[src/common/capsns_defs.svh]
`ifndef CAPSNS_DEFS_SVH
`define CAPSNS_DEFS_SVH

// register addresses in the special function register space
`define CAPSNS_ADDR_CTRL 8'h9A
`define CAPSNS_ADDR_CFG 8'h9E
`define CAPSNS_ADDR_MUX 8'h9C
`define CAPSNS_ADDR_SCAN 8'h9D
`define CAPSNS_ADDR_THR_LO 8'h96
`define CAPSNS_ADDR_THR_HI 8'h97
`define CAPSNS_ADDR_RES_LO 8'hED
`define CAPSNS_ADDR_RES_HI 8'hEE

// control register bits
`define CAPSNS_CTRL_EN 7
`define CAPSNS_CTRL_DONE 5
`define CAPSNS_CTRL_BUSY 4
`define CAPSNS_CTRL_THR 3

// configuration register fields
`define CAPSNS_CFG_MODE_HI 6
`define CAPSNS_CFG_MODE_LO 4
`define CAPSNS_CFG_ACU_HI 2
`define CAPSNS_CFG_ACU_LO 0
`define CAPSNS_CFG_WMASK 8'h77

// scan register fields: first channel low nibble, last channel high nibble
`define CAPSNS_SCAN_FIRST_HI 3
`define CAPSNS_SCAN_FIRST_LO 0
`define CAPSNS_SCAN_LAST_HI 7
`define CAPSNS_SCAN_LAST_LO 4

// reset values
`define CAPSNS_RST_BYTE 8'h00
`define CAPSNS_RST_WORD 16'h0000
`define CAPSNS_RST_SCAN 8'hF0

`endif

[src/common/capsns_pkg.sv]
`default_nettype none

package capsns_pkg;

   typedef enum logic [2:0] {
      CAPSNS_SOC_SOFTWARE = 3'h0,
      CAPSNS_SOC_TIMER0 = 3'h1,
      CAPSNS_SOC_TIMER2 = 3'h2,
      CAPSNS_SOC_TIMER1 = 3'h3,
      CAPSNS_SOC_RSVD4 = 3'h4,
      CAPSNS_SOC_RSVD5 = 3'h5,
      CAPSNS_SOC_CONT = 3'h6,
      CAPSNS_SOC_SCAN = 3'h7
   } capsns_mode_t;

   typedef enum logic [1:0] {
      CAPSNS_ST_OFF,
      CAPSNS_ST_IDLE,
      CAPSNS_ST_CONV
   } capsns_state_t;

   typedef struct packed {
      logic [7:0] addr;
      logic wr;
      logic [7:0] wdata;
   } capsns_sfr_req_t;

   typedef struct packed {
      logic done;
      logic [15:0] value;
   } capsns_afe_t;

   typedef struct packed {
      logic tmr0;
      logic tmr1;
      logic tmr2;
   } capsns_tmr_t;

endpackage

`default_nettype wire

[src/core/capsns_sequencer.sv]
// What this block does
// - The unit works only while its enable bit is 1 and otherwise sits powered down.
// - The channel multiplexer selects among at most 16 channels, fewer on smaller parts.
// - The unit measures either one selected pin or a range of pins visited by auto-scan.
// - An event is raised when a conversion completes and another on a threshold crossing.
// - Start mode 000 begins one conversion for every write of 1 to the busy bit made while idle; writes during a conversion are ignored.
// - Start modes 001, 010 and 011 start on Timer 0, Timer 2 and Timer 1 overflow.
// - Start mode 110 converts back to back after software writes 1 to the busy bit.
// - Start mode 111 converts continuously with auto-scan after a write of 1 to busy.
// - The accumulate field sums 1, 4, 8, 16, 32 or 64 samples; codes 11x are reserved.
// - Configuration bits 7 and 3 read as zero and ignore writes.
// - The channel select register is written by firmware and also stepped by auto-scan.
`timescale 1ns/1ps
`include "capsns_defs.svh"
`default_nettype none

module capsns_sequencer
   import capsns_pkg::*;
#(
   parameter int NUM_CHANNELS = 16,
   parameter int ACC_WIDTH = 22
)
(
   // clock, reset, clock enable
   input wire logic core_clk,
   input wire logic reset,
   input wire logic clk_en,
   // special function register access
   input wire capsns_pkg::capsns_sfr_req_t sfr_req,
   output logic [7:0] sfr_rdata,
   // timer overflow pulses
   input wire capsns_pkg::capsns_tmr_t tmr_ovf,
   // capacitance-to-digital front end
   input wire capsns_pkg::capsns_afe_t afe_in,
   output logic afe_power_on,
   output logic afe_start,
   output logic [3:0] mux_sel,
   // event flags toward the interrupt controller
   output logic done_event,
   output logic thr_event
);

   import capsns_pkg::*;

   // maps the accumulate code to a log2 sample count; reserved codes act as one sample
   function automatic logic [2:0] acu_shift(input logic [2:0] code);
      logic [2:0] s;
      s = 3'h0;
      case (code)
         3'h1: s = 3'h2;
         3'h2: s = 3'h3;
         3'h3: s = 3'h4;
         3'h4: s = 3'h5;
         3'h5: s = 3'h6;
         default: s = 3'h0;
      endcase
      return s;
   endfunction

   // next channel of the scan range; an out-of-range channel restarts at the first
   function automatic logic [3:0] scan_next(input logic [3:0] cur, input logic [3:0] first,
                                            input logic [3:0] last);
      logic [3:0] n;
      n = first;
      if ((cur >= first) && (cur < last))
      begin
         n = cur + 4'h1;
      end
      return n;
   endfunction

   capsns_state_t state_q, state_d;
   logic [7:0] ctrl_en_q;
   logic [7:0] cfg_q;
   logic [3:0] mux_q, mux_d;
   logic [7:0] scan_q;
   logic [15:0] thr_q;
   logic [15:0] res_q;
   logic [ACC_WIDTH-1:0] acc_q, acc_d;
   logic [6:0] cnt_q, cnt_d;
   logic busy_q, busy_d;
   logic cont_q, cont_d;
   logic done_q, thr_flag_q;
   logic above_q;
   logic start_q;
   logic power_q;
   logic [7:0] rdata_q;

   // decode
   wire logic wr_ctrl = sfr_req.wr && (sfr_req.addr == `CAPSNS_ADDR_CTRL);
   wire logic wr_cfg = sfr_req.wr && (sfr_req.addr == `CAPSNS_ADDR_CFG);
   wire logic wr_mux = sfr_req.wr && (sfr_req.addr == `CAPSNS_ADDR_MUX);
   wire logic wr_scan = sfr_req.wr && (sfr_req.addr == `CAPSNS_ADDR_SCAN);
   wire logic wr_thr_lo = sfr_req.wr && (sfr_req.addr == `CAPSNS_ADDR_THR_LO);
   wire logic wr_thr_hi = sfr_req.wr && (sfr_req.addr == `CAPSNS_ADDR_THR_HI);

   wire logic enabled = ctrl_en_q[`CAPSNS_CTRL_EN];
   wire capsns_mode_t mode = capsns_mode_t'(cfg_q[`CAPSNS_CFG_MODE_HI:`CAPSNS_CFG_MODE_LO]);
   wire logic [2:0] shift = acu_shift(cfg_q[`CAPSNS_CFG_ACU_HI:`CAPSNS_CFG_ACU_LO]);
   wire logic [6:0] last_idx = 7'((8'h01 << shift) - 8'h01);
   wire logic [3:0] scan_first = scan_q[`CAPSNS_SCAN_FIRST_HI:`CAPSNS_SCAN_FIRST_LO];
   wire logic [3:0] scan_last = scan_q[`CAPSNS_SCAN_LAST_HI:`CAPSNS_SCAN_LAST_LO];

   // software start: one shot in mode 000, arms repetition in 110 and 111
   wire logic busy_wr1 = wr_ctrl && sfr_req.wdata[`CAPSNS_CTRL_BUSY];
   wire logic busy_wr0 = wr_ctrl && !sfr_req.wdata[`CAPSNS_CTRL_BUSY];
   wire logic is_cont = (mode == CAPSNS_SOC_CONT) || (mode == CAPSNS_SOC_SCAN);
   wire logic sw_trig = busy_wr1 && ((mode == CAPSNS_SOC_SOFTWARE) || is_cont);
   wire logic tmr_trig = ((mode == CAPSNS_SOC_TIMER0) && tmr_ovf.tmr0)
                       || ((mode == CAPSNS_SOC_TIMER2) && tmr_ovf.tmr2)
                       || ((mode == CAPSNS_SOC_TIMER1) && tmr_ovf.tmr1);
   // reserved modes 100 and 101 produce no trigger at all
   wire logic trig = sw_trig || tmr_trig || cont_q;
   wire logic scan_on = (mode == CAPSNS_SOC_SCAN);

   // accumulation and result
   // a sample arriving in the cycle that enable drops is discarded with the batch
   wire logic sample_in = enabled && (state_q == CAPSNS_ST_CONV) && afe_in.done;
   wire logic [ACC_WIDTH-1:0] acc_sum = acc_q + ACC_WIDTH'(afe_in.value);
   wire logic final_sample = sample_in && (cnt_q == last_idx);
   wire logic [15:0] res_new = 16'(acc_sum >> shift);
   wire logic now_above = (res_new >= thr_q);
   wire logic crossing = final_sample && (now_above != above_q);

   // flags: a hardware set in the same cycle as a software clear wins
   wire logic done_clr = wr_ctrl && !sfr_req.wdata[`CAPSNS_CTRL_DONE];
   wire logic thr_clr = wr_ctrl && !sfr_req.wdata[`CAPSNS_CTRL_THR];
   wire logic done_d = final_sample || (done_q && !done_clr);
   wire logic thr_flag_d = crossing || (thr_flag_q && !thr_clr);

   // firmware channel writes beyond the fitted channels are dropped
   wire logic mux_ok = 32'(sfr_req.wdata[3:0]) < NUM_CHANNELS;

   // a scan range reaching past the fitted channels falls back to channel 0
   wire logic [3:0] scan_nxt = scan_next(mux_q, scan_first, scan_last);
   wire logic [3:0] scan_step = (32'(scan_nxt) < NUM_CHANNELS) ? scan_nxt : 4'h0;

   always_comb
   begin
      state_d = state_q;
      acc_d = acc_q;
      cnt_d = cnt_q;
      busy_d = busy_q;
      cont_d = cont_q;
      mux_d = mux_q;
      if (wr_mux && mux_ok)
      begin
         mux_d = sfr_req.wdata[3:0];
      end
      if (busy_wr1 && is_cont)
      begin
         cont_d = 1'b1;
      end
      // writing 0 to busy or leaving the repeating modes stops repetition
      if (busy_wr0 || !is_cont)
      begin
         cont_d = 1'b0;
      end
      case (state_q)
         CAPSNS_ST_OFF:
         begin
            busy_d = 1'b0;
            cont_d = 1'b0;
            if (enabled)
            begin
               state_d = CAPSNS_ST_IDLE;
            end
         end
         CAPSNS_ST_IDLE:
         begin
            if (trig)
            begin
               state_d = CAPSNS_ST_CONV;
               busy_d = 1'b1;
               acc_d = '0;
               cnt_d = 7'h00;
            end
         end
         CAPSNS_ST_CONV:
         begin
            if (sample_in)
            begin
               acc_d = acc_sum;
               cnt_d = cnt_q + 7'h01;
            end
            if (final_sample)
            begin
               state_d = CAPSNS_ST_IDLE;
               busy_d = 1'b0;
               if (scan_on)
               begin
                  mux_d = scan_step;
               end
            end
         end
         default:
         begin
            state_d = CAPSNS_ST_OFF;
         end
      endcase
      // clearing enable aborts any measurement and powers down
      if (!enabled)
      begin
         state_d = CAPSNS_ST_OFF;
         busy_d = 1'b0;
         cont_d = 1'b0;
      end
   end

   // a start pulse for the first sample and for every further one of a batch
   wire logic start_d = (enabled && (state_q == CAPSNS_ST_IDLE) && trig)
                      || (enabled && sample_in && !final_sample);

   // readback; reserved bits come back as zero
   logic [7:0] rd_mux;
   always_comb
   begin
      rd_mux = 8'h00;
      case (sfr_req.addr)
         `CAPSNS_ADDR_CTRL: rd_mux = {enabled, 1'b0, done_q, busy_q, thr_flag_q, 3'h0};
         `CAPSNS_ADDR_CFG: rd_mux = cfg_q & `CAPSNS_CFG_WMASK;
         `CAPSNS_ADDR_MUX: rd_mux = {4'h0, mux_q};
         `CAPSNS_ADDR_SCAN: rd_mux = scan_q;
         `CAPSNS_ADDR_THR_LO: rd_mux = thr_q[7:0];
         `CAPSNS_ADDR_THR_HI: rd_mux = thr_q[15:8];
         `CAPSNS_ADDR_RES_LO: rd_mux = res_q[7:0];
         `CAPSNS_ADDR_RES_HI: rd_mux = res_q[15:8];
         default: rd_mux = 8'h00;
      endcase
   end

   always_ff @(posedge core_clk)
   begin
      if (reset)
      begin
         state_q <= CAPSNS_ST_OFF;
         ctrl_en_q <= `CAPSNS_RST_BYTE;
         cfg_q <= `CAPSNS_RST_BYTE;
         mux_q <= 4'h0;
         scan_q <= `CAPSNS_RST_SCAN;
         thr_q <= `CAPSNS_RST_WORD;
         res_q <= `CAPSNS_RST_WORD;
         acc_q <= '0;
         cnt_q <= 7'h00;
         busy_q <= 1'b0;
         cont_q <= 1'b0;
         done_q <= 1'b0;
         thr_flag_q <= 1'b0;
         above_q <= 1'b0;
         start_q <= 1'b0;
         power_q <= 1'b0;
         rdata_q <= `CAPSNS_RST_BYTE;
      end
      else if (clk_en)
      begin
         state_q <= state_d;
         acc_q <= acc_d;
         cnt_q <= cnt_d;
         busy_q <= busy_d;
         cont_q <= cont_d;
         mux_q <= mux_d;
         done_q <= done_d;
         thr_flag_q <= thr_flag_d;
         start_q <= start_d;
         power_q <= (state_d != CAPSNS_ST_OFF);
         rdata_q <= rd_mux;
         if (wr_ctrl)
         begin
            ctrl_en_q <= sfr_req.wdata & 8'h80;
         end
         if (wr_cfg)
         begin
            cfg_q <= sfr_req.wdata & `CAPSNS_CFG_WMASK;
         end
         if (wr_scan)
         begin
            scan_q <= sfr_req.wdata;
         end
         if (wr_thr_lo)
         begin
            thr_q[7:0] <= sfr_req.wdata;
         end
         if (wr_thr_hi)
         begin
            thr_q[15:8] <= sfr_req.wdata;
         end
         if (final_sample)
         begin
            res_q <= res_new;
            above_q <= now_above;
         end
      end
   end

   assign sfr_rdata = rdata_q;
   assign afe_power_on = power_q;
   assign afe_start = start_q;
   assign mux_sel = mux_q;
   assign done_event = done_q;
   assign thr_event = thr_flag_q;

endmodule

`default_nettype wire

[config.mk]
export PLATFORM = sky130hd
export DESIGN_NAME = capsns_sequencer
export DESIGN_NICKNAME = d
export VERILOG_FILES = /design/src/common/capsns_pkg.sv /design/src/core/capsns_sequencer.sv
export VERILOG_INCLUDE_DIRS = /design/src /design/src/common
export SDC_FILE = /design/constraint.sdc
export NUM_CORES = 1
export LEC_CHECK = 0
export BUFFER_PORTS_ARGS = -buffer_cell sky130_fd_sc_hd__buf_2
export CAP_MARGIN = 20
export CORE_UTILIZATION = 40
export DETAILED_ROUTE_END_ITERATION = 10
export PLACE_DENSITY = 0.66
export SYNTH_ARGS = -nofsm -noshare
export SYNTH_HDL_FRONTEND = slang
export SYNTH_SLANG_ARGS = --single-unit
[constraint.sdc]
create_clock -name core_clk -period 5.6 [get_ports core_clk]
set_input_delay 1.4 -clock core_clk [delete_from_list [all_inputs] [get_ports core_clk]]
set_output_delay 1.4 -clock core_clk [all_outputs]
set_load 0.01 [all_outputs]
==> results of run 1 <==
cells in the mapped netlist, types with 12 or more instances:
master    number  share of area (%)
a211oi_1      12                1.3
a21o_1        18                2.0
a21oi_1       53                3.9
a22oi_1       29                3.2
clkbuf_1      37                2.1
dfxtp_1       97                 29
ha_1          43                7.9
inv_1         35                1.9
mux2i_1       44                6.5
nand2_1       73                4.0
nand2b_1      12                1.1
nand3_1       15                1.1
nand4_1       13                1.2
nor2_1       126                7.0
nor3_1        18                1.3
o211ai_1      22                2.4
o21ai_0       37                2.7
xnor2_1       16                2.1
xor2_1        12                1.6
per-stage QoR:
step	worst slack [ns]	hold WS (ns)	power (uW)
floorplan	0.664	0.432	793
global placement	0.217	0.441	843
detailed placement	0.156	0.448	843
CTS	0.502	0.456	1460
global route	0.144	0.480	1500
finish	0.448	0.455	1450
registers in the layout, summed over array words and instances, names as in the netlist:
signal        count
above_q           1
acc_q            22
afe_power_on      1
afe_start         1
busy_q            1
cfg_q             6
cnt_q             7
cont_q            1
ctrl_en_q         1
done_event        1
mux_sel           4
res_q            16
scan_q            8
sfr_rdata         8
state_q           2
thr_event         1
thr_q            16
area by class of cell:
type                       count  share of cell area [%]
inverter                      36                    1.79
sequential                    97                    25.7
clock inverter                 6                   0.661
timing repair buffer          73                    5.39
tap                          220                    3.64
multi-input combinational    683                    59.7
clock buffer                  10                    3.16
power by group through the flow:
stage	registers, uW	clock network [uW]	logic [uW]
global placement	710	0	132
detailed placement	710	0	133
floorplan	712	0	81.1
finish	694	620	135
CTS	694	633	134
global route	694	656	149
worst min path at each step:
| stage | startpoint | to | slack [ns] | depth (start not counted) |
|---|---|---|---|---|
| 3_5_place_dp | res_q[8] | res_q[8] | 0.45 | 2 |
| 5_1_grt | res_q[10] | res_q[10] | 0.48 | 2 |
| 3_3_place_gp | res_q[10] | res_q[10] | 0.44 | 2 |
| 6_report | res_q[10] | res_q[10] | 0.45 | 2 |
| 4_1_cts | res_q[10] | res_q[10] | 0.46 | 2 |
| 2_1_floorplan | res_q[8] | res_q[8] | 0.43 | 2 |
placed cells by master (no fill, tap or decap), types with 15 or more instances in the layout:
cell	count
o21ai_0	37
ha_1	43
nor3_1	18
dfxtp_1	97
xnor2_1	16
mux2i_1	44
inv_1	35
a21oi_1	53
a21o_1	18
nand3_1	15
nor2_1	126
buf_2	56
a22oi_1	29
nand2_1	73
o211ai_1	22
buf_4	17
cells by family (layout without fill, tap and decap cells):
logic type	count (synthesis)	in the layout	share of synthesized area [%]
flip-flops	97	97	28.7
XOR/XNOR	28	28	3.62
adder cells (fa/ha/maj)	44	44	8.24
buffers and inverters	82	125	4.82
AO/OA/AOI/OAI	257	257	26.5
multiplexers	47	47	7.00
AND/OR/NAND/NOR	307	307	21.2
routing by layer:
| layer | global-route usage (%) | up-vias |
|---|---|---|
| met2 | 35.8 | 202 |
| met5 | 0 | - |
| li1 | - | 3235 |
| met4 | 7.56 | 0 |
| met1 | 30.0 | 3131 |
| met3 | 3.69 | 32 |
critical path, stage by stage:
cell and delay [ns]:
buf_2 0.09, ha_1 0.18, inv_1 0.06, fa_1 0.40, nand2b_1 0.18, a21oi_1 0.33, o21a_1 0.26, nor4_1 0.08
a2111oi_2 0.42, nor2_1 0.13, o41ai_1 0.38, buf_4 0.18, ha_1 0.23, a21o_1 0.19, a21o_1 0.17, a21oi_1 0.13
o21ai_0 0.09, a21oi_1 0.20, xnor2_1 0.14, nand2_1 0.07, a21oi_1 0.14
==> results.sh, run 1 <==
export IMPL_status="complete, no violations"
export IMPL_synth_cell_area_sq_um=6770
export IMPL_drv_slew=0
export IMPL_drv_cap=0
export IMPL_portBuffers=55
export IMPL_comb_power_share_pct=9.3
export IMPL_drt_met1_wl_mm=8.91
export IMPL_setup_viol=0
export IMPL_fin_cells=1125
export IMPL_startpoint="afe_in[0]"
export IMPL_finalCriticalPeriod_ns=5.15
export IMPL_crit_end="thr_event"
export IMPL_max_freq_mhz=194
export IMPL_pwr_share_clk_pct=42.8
export IMPL_grt_start_max_net_pins=44
export IMPL_finalClockSkew_ns=0.0119
export IMPL_dieArea_sq_um=17500
export IMPL_post_drt_wl_per_cell_um=16.7
export IMPL_routabilityCongestion=0.945
export IMPL_r2r_end="res_q[6]"
export IMPL_wl_met2_mm=8.59
export IMPL_worstPathMaxFanout=5
export IMPL_crit_type="input pin to flip-flop"
export IMPL_diodes=0
export IMPL_worst_pin_slew_ns=0.903
export IMPL_drt_iter0_markers=529
export IMPL_cts_resized=0
export IMPL_p_seq_share_pct=47.9
export IMPL_grt_pass1_vias=6088
export IMPL_grt_usage_pct=22.2
export IMPL_synth_edf_count=0
export IMPL_reg2reg_depth=15
export IMPL_regArea_sq_um=1940
export IMPL_drtPass1Iterations=5
export IMPL_p_int_uw=1060
export IMPL_die_w_um=132
export IMPL_hold_viol=0
export IMPL_antenna_found_initial=0
export IMPL_yosysSeqAreaShare_pct=28.7
export IMPL_p_per_area_nw_per_um2=192
export IMPL_cts_htree_levels=3
export IMPL_power_leakage_uw=0.00291
export IMPL_synth_fp_nets=946
export IMPL_grt_overflow=0
export IMPL_dp_hpwl_mm=14.2
export IMPL_min_path_type="flip-flop to flip-flop"
export IMPL_fillers=1688
export IMPL_cts_root_buf="clkbuf_16"
export IMPL_p_sw_uw=387
export IMPL_crit_arrival_ns=5.44
export IMPL_fin_nets=984
export IMPL_cts_tree="done"
export IMPL_area_delta_synth_final_pct=11.7
export IMPL_num_rows=47
export IMPL_synthCells=862
export IMPL_numCtsBuffers=9
export IMPL_ctsHoldBuffers=0
export IMPL_initial_utilization_pct=40.8
export IMPL_wl_met3_um=979
export IMPL_grt_pass1_wl_mm=31.1
export IMPL_fin_setup_tns_ns=0
export IMPL_rsz0062_at_grt="false"
export IMPL_endpoint_kind="flip-flop"
export IMPL_route_detailed_drc=0
export IMPL_rrSetupSlack_ns=1.00
export IMPL_postRouteAntennaNets=0
export IMPL_dpl_cell_area_sq_um=7260
export IMPL_final_cell_area_sq_um=7570
export IMPL_yosys_most_used_dff="dfxtp_1"
export IMPL_dr_total_vias=6600
export IMPL_p_sw_share_pct=26.7
export IMPL_r2r_start="cfg_q[1]"
export IMPL_drt_total_wl_mm=18.8
export IMPL_postCtsSetupRepairBufs=0
export IMPL_top_layer="met4"
export IMPL_slew_headroom_pct=38.9
export IMPL_syn_avg_cell_area_sq_um=7.86
export IMPL_ir_drop_uv=160
export IMPL_via_per_inst=5.87
export IMPL_clk_pin_slew_ns=0.07
export IMPL_cts_sinks=97
export IMPL_clk_latency_ns=0.36
export IMPL_synth_cell_types=72
export IMPL_cts_max_path_buffers=2
export IMPL_post_route_period_util_pct=92.0
export IMPL_core_sq_um=16600
export IMPL_crit_required_ns=5.89
export IMPL_drive_above_1_share_pct=11.9
export IMPL_yosys_warnings=0
export IMPL_ys_seq_elements=97
export IMPL_async_reset_ff_share_pct=0
export IMPL_place_inst=1106
export IMPL_post_route_util_pct=45.6
export IMPL_cp_start_kind="input pin"
export IMPL_io_pins=56
export IMPL_chipHeight_um=132
export IMPL_multi_input_area_sq_um=4520
No activity file was read; power rests on OpenSTA's default activity.
==> inputs of run 2 (changes only) <==
CELL_PAD_IN_SITES_DETAIL_PLACEMENT = 2   (was unset)
CELL_PAD_IN_SITES_GLOBAL_PLACEMENT = 2   (was unset)
CORE_UTILIZATION = 36   (was 40)
PLACE_DENSITY = 0.89   (was 0.66)
SKIP_CTS_REPAIR_TIMING = 1   (was unset)
==> run 2 against run 1 <==
Effect of this change:
- the flow now finishes with violations (DRC)
- clock power grew 3%
- sequential share of layout area shrank 0.18 points
- register-to-register slack gained 0.06 ns
- via count grew 5.1%
- worst hold slack gained 0.0058 ns
- critical path depth shrank 2
- sequential power is essentially flat
- final area grew 0.71%
- cell count grew 1.3%
==> results.sh, run 2 (synthesis gave the netlist of run 1 again) <==
export IMPL_status="complete, but fails checks"
export IMPL_violations="DRC"
export IMPL_p_seq_share_pct=47.0
export IMPL_largest_register="acc_q"
export IMPL_dr_total_vias=6934
export IMPL_hold_depth=2
export IMPL_grt_usage_pct=27.5
export IMPL_cts_tree="done"
export IMPL_drive_above_1_share_pct=12.6
export IMPL_final_common_cell="nor2_1"
export IMPL_min_from="res_q[10]"
export IMPL_crit_cells=19
export IMPL_fin_nets=989
export IMPL_ir_drop_uv=153
export IMPL_crit_type="input pin to flip-flop"
export IMPL_startpoint="afe_in[10]"
export IMPL_numCtsBuffers=9
export IMPL_max_stage_delay_ns=0.42
export IMPL_post_route_util_pct=41.9
export IMPL_grt_pass1_vias=7631
export IMPL_cts_htree_levels=3
export IMPL_crit_top_cell="a21oi_1"
export IMPL_crit_end="thr_event"
export IMPL_drt_total_wl_mm=26.4
export IMPL_io_pins=56
export IMPL_dp_hpwl_mm=19.7
export IMPL_min_path_type="flip-flop to flip-flop"
export IMPL_route_detailed_drc=5
export IMPL_rsz0062_at_grt="false"
export IMPL_num_rows=49
export IMPL_post_route_period_util_pct=94.3
export IMPL_grt_overflow=0
export IMPL_dpl_cell_area_sq_um=7320
export IMPL_clk_latency_ns=0.37
export IMPL_via_per_inst=6.08
export IMPL_core_sq_um=18200
export IMPL_p_sw_uw=417
export IMPL_comb_power_share_pct=9.9
export IMPL_largest_reg_flops=22
export IMPL_drv_slew=0
export IMPL_cp_start_kind="input pin"
export IMPL_cts_root_buf="clkbuf_16"
export IMPL_routabilityCongestion=0.892
export IMPL_drv_cap=0
export IMPL_r2r_start="cfg_q[1]"
export IMPL_drt_iter0_markers=334
export IMPL_total_power_uw=1480
export IMPL_r2r_end="res_q[6]"
export IMPL_clk_pin_slew_ns=0.08
export IMPL_worstPathMaxFanout=8
export IMPL_post_drt_wl_per_cell_um=23.1
export IMPL_antenna_found_initial=1
export IMPL_final_cell_area_sq_um=7620
export IMPL_dieArea_sq_um=19400
export IMPL_crit_required_ns=5.91
export IMPL_finalCriticalPeriod_ns=5.28
export IMPL_die_w_um=139
export IMPL_worst_pin_slew_ns=0.976
export IMPL_endpoint_kind="flip-flop"
export IMPL_slew_headroom_pct=34.0
export IMPL_p_int_uw=1060
export IMPL_initial_utilization_pct=37.2
export IMPL_hold_viol=0
export IMPL_cts_sinks=97
export IMPL_mostFrequentLayoutCells="nor2_1 (125), dfxtp_1 (97), nand2_1 (73)"
export IMPL_path_delay_family="compound AO/OA/AOI/OAI gates"
export IMPL_grt_pass1_wl_mm=41.8
export IMPL_rrSetupSlack_ns=1.06
export IMPL_p_per_area_nw_per_um2=194
export IMPL_postRouteAntennaNets=0
export IMPL_p_sw_share_pct=28.2
export IMPL_reg2reg_depth=17
export IMPL_max_freq_mhz=189
export IMPL_cts_max_path_buffers=2
export IMPL_finalClockSkew_ns=0.0106
export IMPL_crit_buf_inv=2
export IMPL_drtPass1Iterations=9
export IMPL_setup_viol=0
export IMPL_portBuffers=55
export IMPL_pwr_share_clk_pct=43.1
export IMPL_largestRegisters="acc_q (22), res_q (16), thr_q (16)"
export IMPL_chipHeight_um=139
export IMPL_crit_chain="buf_2 -> ha_1 -> and2_0 -> and3_1 -> a221oi_1 -> buf_4 -> a21oi_1 -> xor2_1 -> o221ai_1 -> o2bb2ai_1 -> ha_1 -> a21o_1 -> a21o_1 -> a21oi_1 -> o21ai_0 -> a21oi_1 -> xnor2_1 -> nand2_1 -> a21oi_1"
export IMPL_crit_arrival_ns=5.59
export IMPL_grt_start_max_net_pins=45
export IMPL_crit_slowest_cell="ha_1"
export IMPL_area_delta_synth_final_pct=12.5
export IMPL_power_leakage_uw=0.00293
==> run 2: cell types whose count changed in the layout (fill, tap and decap cells not counted), sizes merged <==
cell / previous run / this run
buf: 73 / 78
clkbuf: 10 / 11
clkinvlp: 1 / 0
diode: 0 / 1
==> run 2: cell type report <==
class	count	area (sq um)
fill	2077	10600
multi-input combinational	683	4530
sequential	97	1940
timing repair buffer	78	445
tap	229	287
clock buffer	11	243
inverter	36	135
clock inverter	5	36.3
antenna	1	2.50
==> run 2: worst min-delay path by stage <==
stage                      to
floorplan            res_q[8]
global placement    res_q[10]
global route        res_q[10]
finish              res_q[10]
detailed placement  res_q[10]
CTS                 res_q[10]
==> run 2: worst reg2reg max path, stage by stage, from the launching register on <==
cell and delay, ns:
dfxtp_1 0.55, inv_1 0.12, ha_1 0.47, nor2_1 0.11, nand3_1 0.25, nand2_1 0.10, buf_4 0.21, nor2_1 0.37
nand2_1 0.11, ha_1 0.31, xor2_1 0.18, nand3_1 0.11, a2111o_1 0.43, nor2_1 0.22, nand2_1 0.23, buf_4 0.31
a211oi_1 0.26, nor3_1 0.08
==> run 2: power groups by stage <==
stage,clock [uW],sequential [uW],combinational (uW)
2_1_floorplan,0,712,81.1
3_5_place_dp,0,711,143
4_1_cts,640,694,145
6_report,636,694,147
3_3_place_gp,0,710,135
5_1_grt,663,695,159
==> run 2: per-stage QoR <==
stage	setup slack, ns	instances	TNS, ns	hold slack (ns)
after detailed placement	-0.0942	1121	-0.0942	0.457
after CTS	0.227	1137	0	0.466
after global placement	0.215	1120	0	0.441
final	0.320	1140	0	0.461
after floorplan	0.664	862	0	0.432
after global routing	0.0131	1140	0	0.493
==> run 2: metal layers <==
metal  GRT usage [%]  part of all wire (%)  vias to the layer above
li1                -                     -                     3251
met1            32.1                    42                     3464
met3            4.39                   3.7                       51
met4            10.6                   3.0                        0
met2            50.2                    51                      168
met5               0                     0                        -
==> inputs of run 3 (changes only) <==
CORE_MARGIN = 3   (was unset)
PLACE_DENSITY = unset   (was 0.89)
PLACE_DENSITY_LB_ADDON = 0.1   (was unset)
==> run 3 against run 2 <==
Effect of this change:
- the run now ends clean
- non-clock buffer count grew 1
- utilization rose by 0.12 points
- sequential power is essentially flat
- flip-flop and latch count unchanged
==> results.sh, run 3 (synthesis gave the netlist of run 1 again) <==
export IMPL_finalCriticalPeriod_ns=5.26
export IMPL_postRouteAntennaNets=0
export IMPL_drtPass1Iterations=5
export IMPL_crit_required_ns=5.89
export IMPL_initial_utilization_pct=37.2
export IMPL_startpoint="afe_in[8]"
export IMPL_drv_slew=0
export IMPL_largest_reg_flops=22
export IMPL_reg2reg_depth=17
export IMPL_hold_viol=0
export IMPL_dr_total_vias=6767
export IMPL_routabilityCongestion=0.860
export IMPL_cts_root_buf="clkbuf_16"
export IMPL_regArea_sq_um=1940
export IMPL_route_detailed_drc=0
export IMPL_num_rows=49
export IMPL_crit_top_cell="a21oi_1"
export IMPL_cts_sinks=97
export IMPL_grt_overflow=0
export IMPL_crit_slowest_cell="o41ai_1"
export IMPL_min_path_type="flip-flop to flip-flop"
export IMPL_dieArea_sq_um=20500
export IMPL_r2r_start="cfg_q[1]"
export IMPL_drive_above_1_share_pct=12.5
export IMPL_diodes=0
export IMPL_rrSetupSlack_ns=0.89
export IMPL_endpoint_kind="flip-flop"
export IMPL_chipHeight_um=143
export IMPL_grt_usage_pct=25.1
export IMPL_crit_end="thr_event"
export IMPL_crit_type="input pin to flip-flop"
export IMPL_max_stage_delay_ns=0.52
export IMPL_grt_start_max_net_pins=60
export IMPL_mostFrequentLayoutCells="nor2_1 (126), dfxtp_1 (97), nand2_1 (73)"
export IMPL_cts_tree="done"
export IMPL_drt_total_wl_mm=25.6
export IMPL_cp_start_kind="input pin"
export IMPL_antenna_found_initial=0
export IMPL_largestRegisters="acc_q (22), res_q (16), thr_q (16)"
export IMPL_crit_chain="buf_2 -> ha_1 -> a21oi_1 -> o21ai_0 -> a221oi_1 -> buf_4 -> a21boi_0 -> nor2_1 -> o22ai_1 -> o41ai_1 -> ha_1 -> a21o_1 -> a21o_1 -> a21oi_1 -> o21ai_0 -> a21oi_1 -> xnor2_1 -> nand2_1 -> a21oi_1"
export IMPL_crit_arrival_ns=5.55
export IMPL_io_pins=56
export IMPL_fin_nets=990
export IMPL_worstPathMaxFanout=6
export IMPL_clk_latency_ns=0.36
export IMPL_area_delta_synth_final_pct=12.9
export IMPL_power_leakage_uw=0.00294
export IMPL_final_common_cell="nor2_1"
export IMPL_finalClockSkew_ns=0.0137
export IMPL_post_route_period_util_pct=93.9
export IMPL_clk_pin_slew_ns=0.08
export IMPL_drv_cap=0
export IMPL_via_per_inst=5.94
export IMPL_setup_viol=0
export IMPL_p_per_area_nw_per_um2=198
export IMPL_worst_pin_slew_ns=1.13
export IMPL_portBuffers=55
export IMPL_r2r_end="thr_event"
export IMPL_rsz0062_at_grt="false"
export IMPL_status="complete, no violations"
export IMPL_multi_input_area_sq_um=4520
export IMPL_largest_register="acc_q"
export IMPL_grt_pass1_vias=7321
export IMPL_grt_pass1_wl_mm=40.6
export IMPL_fillers=2110
export IMPL_core_sq_um=18200
export IMPL_die_w_um=143
export IMPL_ir_drop_uv=140
export IMPL_post_drt_wl_per_cell_um=22.5
export IMPL_dp_hpwl_mm=19.6
export IMPL_drt_iter0_markers=278
export IMPL_fin_setup_tns_ns=0
export IMPL_slew_headroom_pct=23.9
export IMPL_cts_max_path_buffers=2
export IMPL_max_freq_mhz=190
export IMPL_timing_hold_ws_ns=0.477
export IMPL_numCtsBuffers=9
export IMPL_cts_htree_levels=3
==> run 3: where the power goes <==
| part | internal (uW) | switching [uW] |
|---|---|---|
| clock | 362 | 309 |
| combinational | 51.1 | 93.5 |
| sequential | 692 | 1.89 |
==> run 3: metal layers <==
layer | up-vias | GRT usage, % | part of all wire, %
li1 | 3240 | - | -
met1 | 3393 | 30.9 | 44
met2 | 109 | 46.4 | 51
met3 | 25 | 2.11 | 2.3
met4 | 0 | 7.65 | 2.1
met5 | - | 0 | 0
==> run 3: layout make-up <==
type / instances / share of cell area, %
timing repair buffer: 79 / 5.96
multi-input combinational: 683 / 59.2
clock buffer: 11 / 3.18
tap: 229 / 3.75
inverter: 36 / 1.77
clock inverter: 5 / 0.786
sequential: 97 / 25.4
==> run 3: per-stage QoR <==
stage	area (sq um)	std cells	power (uW)	worst slack, ns	utilization, %
4_1_cts	7640	1140	1520	0.357	42.0
6_report	7640	1140	1510	0.341	42.0
5_1_grt	7640	1140	1570	0.0290	42.0
3_5_place_dp	7340	1124	854	0.0347	40.3
3_3_place_gp	7340	1124	847	0.217	40.3
2_1_floorplan	6770	862	793	0.664	-
==> run 3: worst min path at each step <==
stage	startpoint	end	slack, ns	cells past startpoint
finish	res_q[8]	res_q[8]	0.48	2
global route	res_q[8]	res_q[8]	0.51	2
CTS	res_q[8]	res_q[8]	0.48	2
detailed placement	sfr_rdata[2]	sfr_rdata[2]	0.47	1
global placement	res_q[8]	res_q[8]	0.45	2
floorplan	res_q[8]	res_q[8]	0.43	2
==> run 3: worst max-delay path, delay by kind of cell <==
kind	cells	cell delay, ns
buffers and inverters	2	0.29
AOI/OAI and AO/OA	12	2.56
xor gates and xnor gates	1	0.15
and+or+nand+nor	2	0.39
adders and majority gates	2	0.75
